## src/logic/dtm_pkg.sv

```systemverilog
// Package of constants and types for the dual 8-bit timer block
package dtm_pkg;

	// ==========================================================
	// Register offsets (byte addresses)
	localparam logic [7:0] OFS_CTL_LO = 8'h00;
	localparam logic [7:0] OFS_CTL_HI = 8'h04;
	localparam logic [7:0] OFS_CMP_LO = 8'h08;
	localparam logic [7:0] OFS_CMP_HI = 8'h0C;
	localparam logic [7:0] OFS_DUTY_LO = 8'h10;
	localparam logic [7:0] OFS_DUTY_HI = 8'h14;
	localparam logic [7:0] OFS_STATUS = 8'h18;
	localparam logic [7:0] OFS_CFG = 8'h1C;

	// ==========================================================
	// Field positions and reset values
	localparam int CFG_SLOW_OPT_BIT = 0;
	localparam int CFG_LOW_SPEED_BIT = 1;
	localparam int STAT_FF_LO_BIT = 16;
	localparam int STAT_FF_HI_BIT = 17;
	localparam logic [7:0] CTL_RESET = 8'h00;
	localparam logic [7:0] CMP_RESET = 8'hFF;
	localparam logic [7:0] DUTY_RESET = 8'h80;
	localparam logic [1:0] CFG_RESET = 2'h0;
	localparam logic [7:0] CNT_MAX = 8'hFF;
	localparam logic [15:0] CNT16_MAX = 16'hFFFF;

	// ==========================================================
	// Prescaler taps
	localparam int DIV_BITS = 11;
	localparam int FS_DIV_BITS = 3;

	// ==========================================================
	// Mode and clock select encodings
	localparam logic [2:0] MODE_TMR8 = 3'h0;
	localparam logic [2:0] MODE_DIV8 = 3'h1;
	localparam logic [2:0] MODE_PWM8 = 3'h2;
	localparam logic [2:0] MODE_CASC_LO = 3'h3;
	localparam logic [2:0] MODE_TMR16 = 3'h4;
	localparam logic [2:0] MODE_WARM16 = 3'h5;
	localparam logic [2:0] MODE_PWM16 = 3'h6;
	localparam logic [2:0] MODE_PGEN16 = 3'h7;
	localparam logic [2:0] CK_SLOWEST = 3'h0;
	localparam logic [2:0] CK_FC128 = 3'h1;
	localparam logic [2:0] CK_FC32 = 3'h2;
	localparam logic [2:0] CK_FC8 = 3'h3;
	localparam logic [2:0] CK_FS = 3'h4;
	localparam logic [2:0] CK_FC2 = 3'h5;
	localparam logic [2:0] CK_FC = 3'h6;
	localparam logic [2:0] CK_PIN = 3'h7;

	// ==========================================================
	// Types
	typedef struct packed {
		logic flip_flop_init_bit;
		logic [2:0] clock_select;
		logic run_control_bit;
		logic [2:0] mode_field;
	} dtm_ctl_t;

	typedef struct packed {
		logic fc1;
		logic fc2;
		logic fc8;
		logic fc32;
		logic fc128;
		logic fc2048;
		logic fs1;
		logic fs8;
	} dtm_taps_t;

	typedef struct packed {
		logic psel;
		logic penable;
		logic pwrite;
		logic [7:0] paddr;
		logic [31:0] pwdata;
	} dtm_apb_req_t;

endpackage

```

## src/logic/dtm_timer.sv

```systemverilog
// Dual cascadable 8-bit timer, event counter and divider with APB access
//
// Register access over APB and the address map were decided locally.
module dtm_timer (
	input wire logic mclk,
	input wire logic reset_n,
	input wire logic psel,
	input wire logic penable,
	input wire logic pwrite,
	input wire logic [7:0] paddr,
	input wire logic [31:0] pwdata,
	output logic [31:0] prdata,
	output logic pready,
	output logic pslverr,
	input wire logic [1:0] count_input_pin,
	input wire logic low_freq_clock,
	output logic [1:0] match_irq,
	output logic [1:0] divider_out_pin,
	output logic [1:0] pwm_out_pin,
	output logic pulse_gen_out_pin
);

	typedef struct packed {
		dtm_pkg::dtm_ctl_t [1:0] ctl;
		logic [1:0][7:0] cmp;
		logic [1:0][7:0] duty;
		logic [1:0] cfg;
		logic [1:0][7:0] cnt;
		logic [1:0] ff;
		logic [1:0] pin_d;
		logic [1:0] irq;
		logic [31:0] rdata;
		logic err;
	} dtm_state_t;

	dtm_state_t st_r;
	dtm_state_t st_nxt;
	dtm_pkg::dtm_taps_t taps;
	dtm_pkg::dtm_apb_req_t req;
	logic [1:0] pin_fall;
	logic [1:0] tick;
	logic cascade;
	logic low_speed;
	logic slow_opt;

	// ==========================================================
	// Prescaler
	dtm_prescaler u_pre (
		.mclk(mclk),
		.reset_n(reset_n),
		.low_freq_clock(low_freq_clock),
		.taps(taps)
	);

	// ==========================================================
	// Helper functions
	function automatic logic tap_pick(
		input logic [2:0] sel,
		input dtm_pkg::dtm_taps_t t,
		input logic slow,
		input logic lspd,
		input logic pfall
	);
		logic r;
		r = 1'b0;
		// fast taps gated in low speed
		case (sel)
			dtm_pkg::CK_SLOWEST: r = (slow | lspd) ? t.fs8 : t.fc2048;
			dtm_pkg::CK_FC128: r = ~lspd & t.fc128;
			dtm_pkg::CK_FC32: r = ~lspd & t.fc32;
			dtm_pkg::CK_FC8: r = ~lspd & t.fc8;
			dtm_pkg::CK_FS: r = t.fs1;
			dtm_pkg::CK_FC2: r = ~lspd & t.fc2;
			dtm_pkg::CK_FC: r = ~lspd & t.fc1;
			dtm_pkg::CK_PIN: r = pfall;
			default: r = 1'b0;
		endcase
		return r;
	endfunction

	function automatic logic [1:0] reg_sel(input logic [7:0] a);
		logic [1:0] r;
		r = 2'h0;
		if (a == dtm_pkg::OFS_CTL_HI || a == dtm_pkg::OFS_CMP_HI ||
			a == dtm_pkg::OFS_DUTY_HI)
		begin
			r = 2'h2;
		end
		else if (a == dtm_pkg::OFS_CTL_LO || a == dtm_pkg::OFS_CMP_LO ||
			a == dtm_pkg::OFS_DUTY_LO)
		begin
			r = 2'h1;
		end
		return r;
	endfunction

	// ==========================================================
	// Inputs and tick selection
	assign req.psel = psel;
	assign req.penable = penable;
	assign req.pwrite = pwrite;
	assign req.paddr = paddr;
	assign req.pwdata = pwdata;

	assign slow_opt = st_r.cfg[dtm_pkg::CFG_SLOW_OPT_BIT];
	assign low_speed = st_r.cfg[dtm_pkg::CFG_LOW_SPEED_BIT];
	assign pin_fall = st_r.pin_d & ~count_input_pin;
	// upper mode 1xx chains both counters
	assign cascade = st_r.ctl[1].mode_field[2];

	// both halves use the lower clock select when chained
	assign tick[0] = tap_pick(st_r.ctl[0].clock_select, taps, slow_opt,
		low_speed, pin_fall[0]);
	assign tick[1] = tap_pick(st_r.ctl[1].clock_select, taps, slow_opt,
		low_speed, pin_fall[1]);

	// ==========================================================
	// Next-state logic
	always_comb
	begin
		logic [1:0] sel;
		logic wr;
		logic rd;
		logic [7:0] inc;
		logic [15:0] c16;
		logic [15:0] n16;
		logic [15:0] cmp16;
		logic [15:0] duty16;
		dtm_pkg::dtm_ctl_t wctl;
		sel = 2'h0;
		wr = 1'b0;
		rd = 1'b0;
		inc = 8'h00;
		c16 = 16'h0000;
		n16 = 16'h0000;
		cmp16 = 16'h0000;
		duty16 = 16'h0000;
		wctl = dtm_pkg::dtm_ctl_t'(req.pwdata[7:0]);
		st_nxt = st_r;
		st_nxt.irq = 2'h0;
		st_nxt.pin_d = count_input_pin;

		// Counters of the 8-bit channels
		for (int i = 0; i < 2; i++)
		begin
			inc = st_r.cnt[i] + 8'h01;
			if (!cascade && !st_r.ctl[i].run_control_bit)
			begin
				st_nxt.cnt[i] = 8'h00;
			end
			else if (!cascade && tick[i])
			begin
				case (st_r.ctl[i].mode_field)
					dtm_pkg::MODE_TMR8, dtm_pkg::MODE_DIV8:
					begin
						if (inc == st_r.cmp[i])
						begin
							st_nxt.cnt[i] = 8'h00;
							st_nxt.irq[i] = 1'b1;
							if (st_r.ctl[i].mode_field == dtm_pkg::MODE_DIV8)
							begin
								st_nxt.ff[i] = ~st_r.ff[i];
							end
						end
						else
						begin
							st_nxt.cnt[i] = inc;
						end
					end
					dtm_pkg::MODE_PWM8:
					begin
						st_nxt.cnt[i] = inc;
						if (st_r.cnt[i] == dtm_pkg::CNT_MAX)
						begin
							st_nxt.ff[i] = ~st_r.ff[i];
							st_nxt.irq[i] = 1'b1;
						end
						else if (inc == st_r.duty[i])
						begin
							st_nxt.ff[i] = ~st_r.ff[i];
						end
					end
					default:
					begin
						st_nxt.cnt[i] = st_r.cnt[i];
					end
				endcase
			end
		end

		// Chained 16-bit counter
		c16 = {st_r.cnt[1], st_r.cnt[0]};
		n16 = c16 + 16'h0001;
		cmp16 = {st_r.cmp[1], st_r.cmp[0]};
		duty16 = {st_r.duty[1], st_r.duty[0]};
		if (cascade && st_r.ctl[1].run_control_bit && tick[0])
		begin
			{st_nxt.cnt[1], st_nxt.cnt[0]} = n16;
			case (st_r.ctl[1].mode_field)
				dtm_pkg::MODE_TMR16, dtm_pkg::MODE_WARM16:
				begin
					if (n16 == cmp16)
					begin
						{st_nxt.cnt[1], st_nxt.cnt[0]} = 16'h0000;
						st_nxt.irq[1] = 1'b1;
					end
				end
				dtm_pkg::MODE_PWM16:
				begin
					if (c16 == dtm_pkg::CNT16_MAX)
					begin
						st_nxt.ff[1] = ~st_r.ff[1];
						st_nxt.irq[1] = 1'b1;
					end
					else if (n16 == duty16)
					begin
						st_nxt.ff[1] = ~st_r.ff[1];
					end
				end
				dtm_pkg::MODE_PGEN16:
				begin
					if (n16 == cmp16)
					begin
						{st_nxt.cnt[1], st_nxt.cnt[0]} = 16'h0000;
						st_nxt.ff[1] = ~st_r.ff[1];
						st_nxt.irq[1] = 1'b1;
					end
					else if (n16 == duty16)
					begin
						st_nxt.ff[1] = ~st_r.ff[1];
					end
				end
				default:
				begin
					{st_nxt.cnt[1], st_nxt.cnt[0]} = c16;
				end
			endcase
		end
		else if (cascade && !st_r.ctl[1].run_control_bit)
		begin
			{st_nxt.cnt[1], st_nxt.cnt[0]} = 16'h0000;
		end

		// APB access
		wr = req.psel & req.penable & req.pwrite;
		rd = req.psel & ~req.penable & ~req.pwrite;
		sel = reg_sel(req.paddr);
		if (req.psel && !req.penable)
		begin
			st_nxt.err = 1'b0;
			st_nxt.rdata = 32'h0000_0000;
			case (req.paddr)
				dtm_pkg::OFS_CTL_LO: st_nxt.rdata[7:0] = st_r.ctl[0];
				dtm_pkg::OFS_CTL_HI: st_nxt.rdata[7:0] = st_r.ctl[1];
				dtm_pkg::OFS_CMP_LO: st_nxt.rdata[7:0] = st_r.cmp[0];
				dtm_pkg::OFS_CMP_HI: st_nxt.rdata[7:0] = st_r.cmp[1];
				dtm_pkg::OFS_DUTY_LO: st_nxt.rdata[7:0] = st_r.duty[0];
				dtm_pkg::OFS_DUTY_HI: st_nxt.rdata[7:0] = st_r.duty[1];
				dtm_pkg::OFS_CFG: st_nxt.rdata[1:0] = st_r.cfg;
				dtm_pkg::OFS_STATUS:
				begin
					st_nxt.rdata[15:0] = {st_r.cnt[1], st_r.cnt[0]};
					st_nxt.rdata[dtm_pkg::STAT_FF_LO_BIT] = st_r.ff[0];
					st_nxt.rdata[dtm_pkg::STAT_FF_HI_BIT] = st_r.ff[1];
				end
				default: st_nxt.err = 1'b1;
			endcase
			if (!rd)
			begin
				st_nxt.rdata = 32'h0000_0000;
			end
		end
		if (wr && !st_r.err)
		begin
			case (req.paddr)
				dtm_pkg::OFS_CTL_LO, dtm_pkg::OFS_CTL_HI:
				begin
					st_nxt.ctl[sel[1]] = wctl;
					// stopped or stopping flip-flop takes init bit
					if (!st_r.ctl[sel[1]].run_control_bit ||
						!wctl.run_control_bit)
					begin
						st_nxt.ff[sel[1]] = wctl.flip_flop_init_bit;
					end
				end
				// compare write takes effect at once
				dtm_pkg::OFS_CMP_LO, dtm_pkg::OFS_CMP_HI:
					st_nxt.cmp[sel[1]] = req.pwdata[7:0];
				dtm_pkg::OFS_DUTY_LO, dtm_pkg::OFS_DUTY_HI:
					st_nxt.duty[sel[1]] = req.pwdata[7:0];
				dtm_pkg::OFS_CFG: st_nxt.cfg = req.pwdata[1:0];
				default: st_nxt.cfg = st_r.cfg;
			endcase
		end
	end

	// ==========================================================
	// State register
	always_ff @(posedge mclk or negedge reset_n)
	begin
		if (!reset_n)
		begin
			st_r <= '0;
			st_r.ctl[0] <= dtm_pkg::CTL_RESET;
			st_r.ctl[1] <= dtm_pkg::CTL_RESET;
			st_r.cmp[0] <= dtm_pkg::CMP_RESET;
			st_r.cmp[1] <= dtm_pkg::CMP_RESET;
			st_r.duty[0] <= dtm_pkg::DUTY_RESET;
			st_r.duty[1] <= dtm_pkg::DUTY_RESET;
			st_r.cfg <= dtm_pkg::CFG_RESET;
			st_r.pin_d <= 2'h3;
			st_r.ff <= 2'h0;
		end
		else
		begin
			st_r <= st_nxt;
		end
	end

	// ==========================================================
	// Outputs
	assign prdata = st_r.rdata;
	assign pready = 1'b1;
	assign pslverr = psel & penable & st_r.err;
	assign match_irq = st_r.irq;
	assign divider_out_pin = ~st_r.ff;
	assign pwm_out_pin = ~st_r.ff;
	assign pulse_gen_out_pin = ~st_r.ff[1];

endmodule

```

## src/logic/dtm_prescaler.sv

```systemverilog
// Prescaler producing the one-cycle tap pulses for both counters
module dtm_prescaler (
	input wire logic mclk,
	input wire logic reset_n,
	input wire logic low_freq_clock,
	output dtm_pkg::dtm_taps_t taps
);

	typedef struct packed {
		logic [dtm_pkg::DIV_BITS-1:0] div;
		logic fs_d;
		logic [dtm_pkg::FS_DIV_BITS-1:0] fs_div;
	} dtm_pre_state_t;

	dtm_pre_state_t st_r;
	dtm_pre_state_t st_nxt;
	logic fs_edge;

	// ==========================================================
	// Edge of the low-frequency clock
	assign fs_edge = low_freq_clock & ~st_r.fs_d;

	always_comb
	begin
		st_nxt = st_r;
		st_nxt.div = st_r.div + 1'b1;
		st_nxt.fs_d = low_freq_clock;
		if (fs_edge)
		begin
			st_nxt.fs_div = st_r.fs_div + 1'b1;
		end
	end

	always_ff @(posedge mclk or negedge reset_n)
	begin
		if (!reset_n)
		begin
			st_r <= '0;
		end
		else
		begin
			st_r <= st_nxt;
		end
	end

	// ==========================================================
	// Tap pulses
	// tap dividers
	assign taps.fc1 = 1'b1;
	assign taps.fc2 = st_r.div[0];
	assign taps.fc8 = &st_r.div[2:0];
	assign taps.fc32 = &st_r.div[4:0];
	assign taps.fc128 = &st_r.div[6:0];
	assign taps.fc2048 = &st_r.div[10:0];
	assign taps.fs1 = fs_edge;
	assign taps.fs8 = fs_edge & (&st_r.fs_div);

endmodule

```

## config.mk

```make
export PLATFORM = sky130hd
export DESIGN_NAME = dtm_timer
export DESIGN_NICKNAME = d
export VERILOG_FILES = /design/src/logic/dtm_pkg.sv /design/src/logic/dtm_timer.sv /design/src/logic/dtm_prescaler.sv
export SDC_FILE = /design/constraint.sdc
export NUM_CORES = 1
export LEC_CHECK = 0
export BUFFER_PORTS_ARGS = -buffer_cell sky130_fd_sc_hd__buf_2
export CORE_ASPECT_RATIO = 2
export CORE_MARGIN = 5
export CORE_UTILIZATION = 25
export DETAILED_ROUTE_END_ITERATION = 8
export MAX_ROUTING_LAYER = met4
export PLACE_DENSITY = 0.38
export SYNTH_ARGS = -nofsm -noshare
export SYNTH_HDL_FRONTEND = slang
export SYNTH_HIERARCHICAL = 1
export SYNTH_SLANG_ARGS = --single-unit
```

## constraint.sdc

```tcl
create_clock -name mclk -period 8.58 [get_ports mclk]
set_input_delay 0.858 -clock mclk [delete_from_list [all_inputs] [get_ports mclk]]
set_output_delay 0.858 -clock mclk [all_outputs]
set_load 0.05 [all_outputs]
```

## Word level (Yosys, flattened, before mapping)

Index checks and enable logic that the tools add are counted.

| cells by class | value |
|---|---|
| magnitude comparators | 2 |
| bitwise gates (word level) | 21 |
| $add $sub $neg | 5 |
| eq/ne operators | 39 |
| reduce and logical (&&, ||, !) cells | 49 |
| mux-type cells | 68 |

Operators with widths:

| operator | number |
|---|---|
| 2-to-1 mux 8 bit | 7 |
| bitwise mux 16 bit | 3 |
| 2-to-1 mux 16 bit | 3 |
| one-hot mux 6 bit (7 select lines) | 1 |
| equality test 3 bit (second input constant) | 12 |
| equality test 16 bit | 2 |
| equality test 8 x 5 -> 1 bit (second input constant) | 4 |
| equality test 8 bit | 4 |
| one-hot mux 16 bit (2 select lines) | 1 |
| one-hot mux 8 bit (2 select lines) | 2 |
| 2-to-1 mux 1 bit | 31 |
| equality test 3 x 2 -> 1 bit (second input constant) | 6 |
| 2-to-1 mux 18 bit | 1 |
| adder 16 x 1 -> 16 bit (second input constant) | 1 |
| adder 8 x 1 -> 8 bit (second input constant) | 2 |
| equality test 16 bit (second input constant) | 1 |
| equality test 8 x 4 -> 1 bit (second input constant) | 2 |
| equality test 8 bit (second input constant) | 2 |
| one-hot mux 1 bit (8 select lines) | 2 |
| one-hot mux 2 bit (8 select lines) | 1 |
| equality test 3 x 1 -> 1 bit (second input constant) | 4 |
| zero test 3 bit | 4 |
| one-hot mux 1 bit (2 select lines) | 6 |
| AND reduction 3 bit | 4 |
| 30 further kinds | 78 |

| word-level totals | value |
|---|---|
| register bits after elaboration | 120 |
| logic and storage cells | 207 |
| output and inout bits | 41 |
| input bits | 48 |

## Longest topological paths before layout

Gate-level depths: netlist of the first run.

| depth | value |
|---|---|
| word-level depth | 16 |
| gate-level depth with buffers | 12 |
| gate-level depth less buffers | 11 |

## Modules after synthesis

Netlist of the first run, hierarchy kept.

By module, submodules not included:

| module | seq. area each (um^2) | times used | area an instance (um^2) | cells each |
|---|---|---|---|---|
| dtm_timer | 2302.2 | 1 | 6329.8 | 674 |
| dtm_prescaler | 375.4 | 1 | 689.4 | 56 |

## Worst setup path after synthesis of the first run

Ideal clock, no wire load.

| timing | value |
|---|---|
| path type | in2reg |
| from | input port low_freq_clock |
| to | register st_r[42] (netlist name) |
| slack | 5.528 ns |
| buffers on the path | 2 |
| cell stages on the path | 12 |
| data required time | 8.446 ns |
| data arrival time | 2.918 ns |
| cells stage by stage | nor2b_1 -> clkbuf_1 -> and2_1 -> o21ai_0 -> a211oi_1 -> a211oi_1 -> nor2_1 -> a32oi_1 -> clkbuf_1 -> nor3_1 -> o21ai_0 -> o211ai_1 |

RTL lines:

| item | RTL line | text |
|---|---|---|
| start, declared | dtm_timer.sv:16 | `input wire logic low_freq_clock,` |
| end signal, assigned | dtm_timer.sv:316 | `st_r <= st_nxt;` |
| end, declared | dtm_timer.sv:36 | `dtm_state_t st_r;` |

==> results of run 1 <==
[cell usage after synthesis, types with 6 or more instances]
cell type  count
mux2_2        50
xor2_1        26
o21ai_0       28
dfrtp_1       86
nor2b_1       12
mux2_1         6
nand2b_1      17
buf_2          9
o211ai_1       8
nor3b_1        8
buf_4         47
a22oi_1       10
a31oi_1       11
or3_1          7
nand3_1       14
a21o_1         9
mux2i_1        6
clkbuf_1      25
xnor2_1       31
dfstp_2       20
a21oi_1       27
nor4_1         9
inv_1         20
nor3_1        25
nand2_1       54
nor2_1        32
a222oi_1       7
a22o_1        12
nand4_1        9
[critical path: stages]
cell	delay [ps]
buf_2	100
nor2b_1	220
and2_1	200
o21ai_0	100
a211oi_1	120
a211oi_1	680
nor2_1	270
a221oi_1	880
o21ai_0	270
nor3_1	340
o22a_1	210
[worst paths after layout]
check,cells after the start,from,to,slack [ps]
worst max-delay path,11,low_freq_clock,st_r[53]$_DFFE_PN0P_,4650
worst min-delay path,1,prdata[2]$_DFFE_PN0P_,prdata[2]$_DFFE_PN0P_,480
worst max register to register,9,st_r[39]$_DFFE_PN0P_,st_r[49]$_DFFE_PN0P_,4720
worst min register to register,1,prdata[2]$_DFFE_PN0P_,prdata[2]$_DFFE_PN0P_,480
max in group asynchronous,2,reset_n,st_r[41]$_DFFE_PN0P_,6850
min in group asynchronous,1,reset_n,prdata[6]$_DFFE_PN0P_,560
[through the flow]
step           hold slack (ps)  power (uW)   util  setup WS [ps]
2_1_floorplan              442         823      -           5530
3_3_place_gp               460         909  0.265           4360
3_5_place_dp               463         912  0.265           4380
4_1_cts                    480        1400  0.277           4610
5_1_grt                    501        1450  0.277           4390
6_report                   480        1370  0.277           4650
[kinds of logic (layout without fill, tap and decap cells)]
logic type      after synthesis  in the layout  share of synthesized area
simple gates                226            226                      0.184
compound gates              166            166                      0.166
mux                          62             62                     0.0984
fa+ha+maj                     7              7                     0.0118
buf+inv                     102             95                     0.0824
flops                       106            106                      0.381
other cells                   3             16                    0.00160
xor+xnor                     58             58                     0.0743
[flip-flops by register name (all words and copies together) (netlist names)]
| name | cells |
|---|---|
| u_pre/taps | 1 |
| prdata | 18 |
| low_speed | 1 |
| match_irq | 2 |
| slow_opt | 1 |
| u_pre/st_r | 14 |
| cascade | 1 |
| st_r | 68 |
[area by class of cell]
type / count / area, um2
clock inverters: 6 / 97.6
clock buffers: 10 / 229
repair buffers: 59 / 323
fillers: 2897 / 20000
flip-flops and latches: 106 / 2680
well taps: 352 / 440
multi-input cells: 535 / 3820
inverters: 20 / 75.1
[placed cells by master, fill, tap and decap left out, types with 9 or more instances in the layout]
cell type,n
a21o_1,9
xnor2_1,31
o21ai_0,28
xor2_1,26
clkbuf_16,9
a22o_1,12
nand3_1,14
buf_2,48
a21oi_1,27
a31oi_1,11
buf_4,11
dfstp_2,20
nor2_1,32
conb_1,16
nor3_1,25
dfrtp_1,86
nand4_1,9
a22oi_1,10
nand2_1,54
mux2_2,50
nor2b_1,12
nand2b_1,17
inv_1,20
[per-layer routing]
| layer | GRT usage | vias up | wire (um) |
|---|---|---|---|
| met5 | - | - | 0 |
| met4 | 0.0813 | 0 | 1110 |
| met3 | 0.0197 | 40 | 661 |
| met2 | 0.295 | 146 | 13500 |
| met1 | 0.148 | 2766 | 8020 |
| li1 | - | 2619 | - |
[power groups by stage]
| stage | Sequential (uW) | Clock (uW) | Combinational [uW] |
|---|---|---|---|
| floorplan | 549 | 0 | 274 |
| global placement | 592 | 0 | 317 |
| detailed placement | 592 | 0 | 320 |
| CTS | 583 | 493 | 321 |
| global route | 590 | 508 | 349 |
| finish | 583 | 469 | 317 |
==> metrics.md, run 1 <==
| Metric | Value |
|---|---|
| Buffers on Ports | `a little under 50` |
| Int Pwr | `915 uW` |
| Postcts setup bufs | `0` |
| Root Buffer | `clkbuf_16` |
| Dpl cells | `roughly 1,100` |
| Clock power share | `0.343` |
| Max Fanout on Critical Path | `6` |
| Synthesized flop and latch total | `between 100 and 150` |
| Sequential share of the synthesized area | `0.381` |
| Placement Cell Area | `~7300 um2` |
| Row count | `86` |
| Critical setup path kind | `in -> reg` |
| Sw Share | `0.332` |
| Slew Limit Headroom | `0.199` |
| Gr ovfl total | `0` |
| Synth unique cells | `about 80` |
| Syn Inst Count | `730` |
| Tightest Pin Transition | `1190 ps` |
| TritonRoute pass-1 iters | `6` |
| Leakage power | `approximately 0.0032 uW` |
| Top FF cell, synth | `dfrtp_1` |
| H-tree depth | `3` |
| Antenna Nets Post-Route | `0` |
| RSZ-0062 raised after global routing | `false` |
| Area share of the largest cell type after synthesis | `0.307` |
| Worst Skew | `roughly 9 ps` |
| Max-slew violations | `0` |
| CP arrival | `4250 ps` |
| Synth async-reset ratio | `1.00` |
| Yosys Warn Count | `6` |
| Worst hold path class | `reg -> reg` |
| Final setup fails | `0` |
| Worst setup EP type | `flop` |
| Number of global-route vias before repair | `between 5,000 and 6,000` |
| N_diodes | `0` |
| Final WL | `23,300 um` |
| Final hold vios | `0` |
| Non-filler cells in the finished layout | `~1,100` |
| Syn Area/Cell | `slightly below 10 um2` |
| Largest net degree at the start of global routing | `slightly above 60` |
| Residual DRC count | `0` |
| Setup TNS | `0 ps` |
| Ports | `89` |
| Area delta synth->final | `9.23%` |
| Fmax achieved | `254 MHz` |
| Post-route cell area | `7670 um2` |
| PostCTS Resize Cnt | `0` |
| Core Region | `~28,000 um2` |
| CTS Hold Bufs | `0` |
| Post-layout minimum cycle time | `3930 ps` |
| Worst-Skew Late Latency | `around 370 ps` |
| Pwr/cell area | `~180 nW/um2` |
| Required time of the worst setup path | `about 8900 ps` |
| Startpoint types | `primary input` |
| Cell Area, Synth | `~7000 um2` |
| First-pass GRT wire length | `roughly 35,000 um` |
| Max VDD drop | `between 0.1 and 0.15 mV` |
| Number of antenna violations at the first check in global routing | `0` |
| Post-DP HPWL | `18,600 um` |
| 1st-iter DRT viols | `roughly 280` |
| Layout cells sized above 1 | `0.228` |
| Max-cap check violation count | `0` |
| Routed vias | `between 5,000 and 6,000` |
| Detailed-route vias per instance | `just over 5` |
| Synth area leaders | `dfrtp_1, mux2_2, dfstp_2` |
| TritonCTS clock tree | `built` |
| Clock transition at the registers of the reported paths | `80 ps` |
| Chip Width | `between 100 and 150 um` |
| Num Clock Sinks | `106` |
| Die area | `31,700 um2` |
| Die height | `approximately 250 um` |
| Num CTS Buffers | `9` |
| Final Cycle Share | `0.458` |
| Initial Util | `0.254` |
| Drt wl/cell | `21.4 um` |
| Total track usage | `0.155` |
| GPL Wtd Cong | `0.881` |
| Status | `completed` |
| Nets | `about 780` |
| Combinational power share | `0.232` |
| CTS max path bufs | `2` |
| Post-synth top area cell | `dfrtp_1` |
| Reg power frac | `0.426` |
| P_sw | `between 400 and 500 uW` |
| Post-synth EDFFs | `0` |
Note: power is estimated with default switching activity, not from simulation.
==> run 2, diff against run 1 <==
--- a/config.mk
+++ b/config.mk
@@ -11,7 +11,7 @@
 export CORE_UTILIZATION = 25
 export DETAILED_ROUTE_END_ITERATION = 8
 export MAX_ROUTING_LAYER = met4
-export PLACE_DENSITY = 0.38
+export PLACE_DENSITY = 0.39
 export SYNTH_ARGS = -nofsm -noshare
 export SYNTH_HDL_FRONTEND = slang
 export SYNTH_HIERARCHICAL = 1
==> constraint.sdc (replaced) <==
create_clock -name mclk -period 3.2 [get_ports mclk]
set_input_delay 0.32 -clock mclk [delete_from_list [all_inputs] [get_ports mclk]]
set_output_delay 0.32 -clock mclk [all_outputs]
set_load 0.05 [all_outputs]
==> run 2 against run 1 <==
Net effect: first-iteration DRC count grew 39%; die area is the same; global-route usage grew 1.1 points; clock skew grew 4.4 ps; count of clock-buffer cells in the layout shrank 1; design area grew 9.1%; sequential power grew to 2.6 times the previous value; non-clock buffer count grew 85; critical path depth shrank 3; power grew to 2.8 times the previous value; setup slack lost 4500 ps; core utilization grew 2.5 points.
==> metrics.md, run 2 (same netlist as run 1, synthesis figures left out) <==
| Metric | Value |
|---|---|
| Status | `completed` |
| Slew Limit Headroom | `0.581` |
| Combinational power share | `0.296` |
| Final Cycle Share | `0.940` |
| Crit path cell chain | `nand4_1, nor3_1, o221ai_1, or4b_4, nor4_4, or4b_1, a31oi_1, o221a_1` |
| Max VDD drop | `approximately 0.19 mV` |
| Max FFs per register | `slightly below 70` |
| FF-to-FF setup slack | `roughly 190 ps` |
| Int Pwr | `between 2000 and 2500 uW` |
| CP arrival | `~3300 ps` |
| Routed vias | `5,885` |
| Post-layout minimum cycle time | `between 3000 and 4000 ps` |
| Antenna Nets Post-Route | `0` |
| Most frequent cells in the layout | `buf_4, dfrtp_1, nand2_1, mux2_2, buf_2` |
| Num CTS Buffers | `9` |
| Leakage power | `about 0.0037 uW` |
| Placement Cell Area | `7990 um2` |
| Commonest non-fill, non-tap cell in the layout | `buf_4` |
| Post-route cell area | `around 8400 um2` |
| Num Clock Sinks | `between 100 and 150` |
| Max-cap check violation count | `0` |
| Crit. Startpoint | `st_r[50]$_DFFE_PN0P_` |
| Buffers on Ports | `between 40 and 50` |
| Area delta synth->final | `19.2%` |
| Pwr/cell area | `about 460 nW/um2` |
| Hold Path Sink | `st_r[35]$_DFF_PN1_` |
| Gr ovfl total | `0` |
| Dpl cells | `approximately 1,200` |
| Hold Path Stages | `1` |
| Final setup fails | `0` |
| Number of antenna violations at the first check in global routing | `0` |
| Register with the highest flop count | `st_r` |
| Clock transition at the registers of the reported paths | `approximately 90 ps` |
| Startpoint types | `flop` |
| Detailed-route vias per instance | `5.02` |
| Required time of the worst setup path | `~3500 ps` |
| H-tree depth | `3` |
| TritonRoute pass-1 iters | `4` |
| Clock power share | `0.316` |
| Die height | `247 um` |
| Worst hold path class | `in -> reg` |
| Die area | `31,700 um2` |
| Max-slew violations | `0` |
| Final hold vios | `0` |
| N_diodes | `0` |
| 1st-iter DRT viols | `around 400` |
| CP max stage cell | `or4b_4` |
| Largest net degree at the start of global routing | `about 50` |
| Worst Min Path Start | `count_input_pin[0]` |
| Fillers | `~2,900` |
| First-pass GRT wire length | `37,600 um` |
| Worst-Skew Late Latency | `slightly below 400 ps` |
| Non-filler cells in the finished layout | `1,173` |
| Critical setup path kind | `reg -> reg` |
| Layout Utilization | `0.303` |
| Final WL | `24,800 um` |
| Root Buffer | `clkbuf_16` |
| P_sw | `approximately 1400 uW` |
| Chip Width | `about 130 um` |
| Core Region | `27,700 um2` |
| Fmax achieved | `333 MHz` |
| Total track usage | `0.166` |
| Ports | `89` |
| Drt wl/cell | `21.1 um` |
| Final hold slack | `33.0 ps` |
| RSZ-0062 raised after global routing | `false` |
| CTS max path bufs | `2` |
| Sw Share | `0.357` |
| Reg2Reg Depth | `8` |
| TritonCTS clock tree | `built` |
| Setup TNS | `0 ps` |
| Number of global-route vias before repair | `6,173` |
| Reg power frac | `0.388` |
| Residual DRC count | `0` |
| Tightest Pin Transition | `roughly 630 ps` |
| Worst R2R End | `st_r[38]$_DFF_PN0_` |
| Max Fanout on Critical Path | `6` |
| Reg2reg start | `st_r[50]$_DFFE_PN0P_` |
| Row count | `86` |
| Post-DP HPWL | `between 15,000 and 20,000 um` |
| Layout cells sized above 1 | `0.322` |
| Initial Util | `0.254` |
| Worst setup EP type | `flop` |
| GPL Wtd Cong | `slightly below 0.9` |
| Max incr delay on CP | `approximately 580 ps` |
| Nets | `between 800 and 900` |
| Worst Skew | `around 13 ps` |
-- run 2: changes by cell type in the layout (fill, tap and decap cells not counted), moves of 2 or more --
cell / before / now
a211oi_1: 5 / 3
a211oi_2: 0 / 2
buf_12: 0 / 2
buf_4: 11 / 93
bufinv_16: 2 / 0
inv_8: 1 / 4
-- run 2: worst max path at each step --
| stage | slack (ps) | to |
|---|---|---|
| floorplan | 470 | st_r[43]$_DFFE_PN0P_ |
| finish | 190 | st_r[38]$_DFF_PN0_ |
| global placement | -60 | st_r[49]$_DFFE_PN0P_ |
| global route | 9 | st_r[38]$_DFF_PN0_ |
| CTS | 10 | st_r[43]$_DFFE_PN0P_ |
| detailed placement | 2 | st_r[49]$_DFFE_PN0P_ |
-- run 2: area by class of cell --
class | count | area (um2) | share of cell area
clock inverters | 7 | 86.3 | 0.0103
repair buffers | 144 | 988 | 0.118
multi-input cells | 535 | 3870 | 0.463
inverters | 20 | 75.1 | 0.00897
flip-flops and latches | 106 | 2680 | 0.320
clock buffers | 9 | 225 | 0.0269
well taps | 352 | 440 | 0.0526
-- run 2: routing by layer --
layer	track usage	wire (um)
met4	0.0847	1390
met2	0.320	14200
met1	0.153	8450
met5	-	0
met3	0.0251	707
-- run 2: timing repair --
action,in CTS,in global routing
buffers inserted,0,1
hold buffers,1,0
pin swaps,0,3
gates resized for setup,2,13
endpoints found under the hold margin,32,0
cloned,0,0
setup endpoints to repair,3,17
-- run 2: worst max-delay path: cells and delay by family, from the launching register on --
kind / cells / cell delay, ps
compound gates: 3 / 560
simple gates: 5 / 1820
flops: 1 / 550
-- run 2: per-stage QoR --
stage	total power, uW	worst slack, ps
after CTS	3920	12.1
final	3860	194
after detailed placement	2660	2.12
after floorplan	2210	470
after global placement	2660	-60.8
after global routing	4070	9.49
-- run 2: power groups by stage --
stage	registers (uW)	clock network (uW)	logic, uW
after global routing	1510	1310	1240
after detailed placement	1520	0	1140
after global placement	1520	0	1140
after CTS	1500	1280	1140
final	1500	1220	1140
after floorplan	1470	0	735
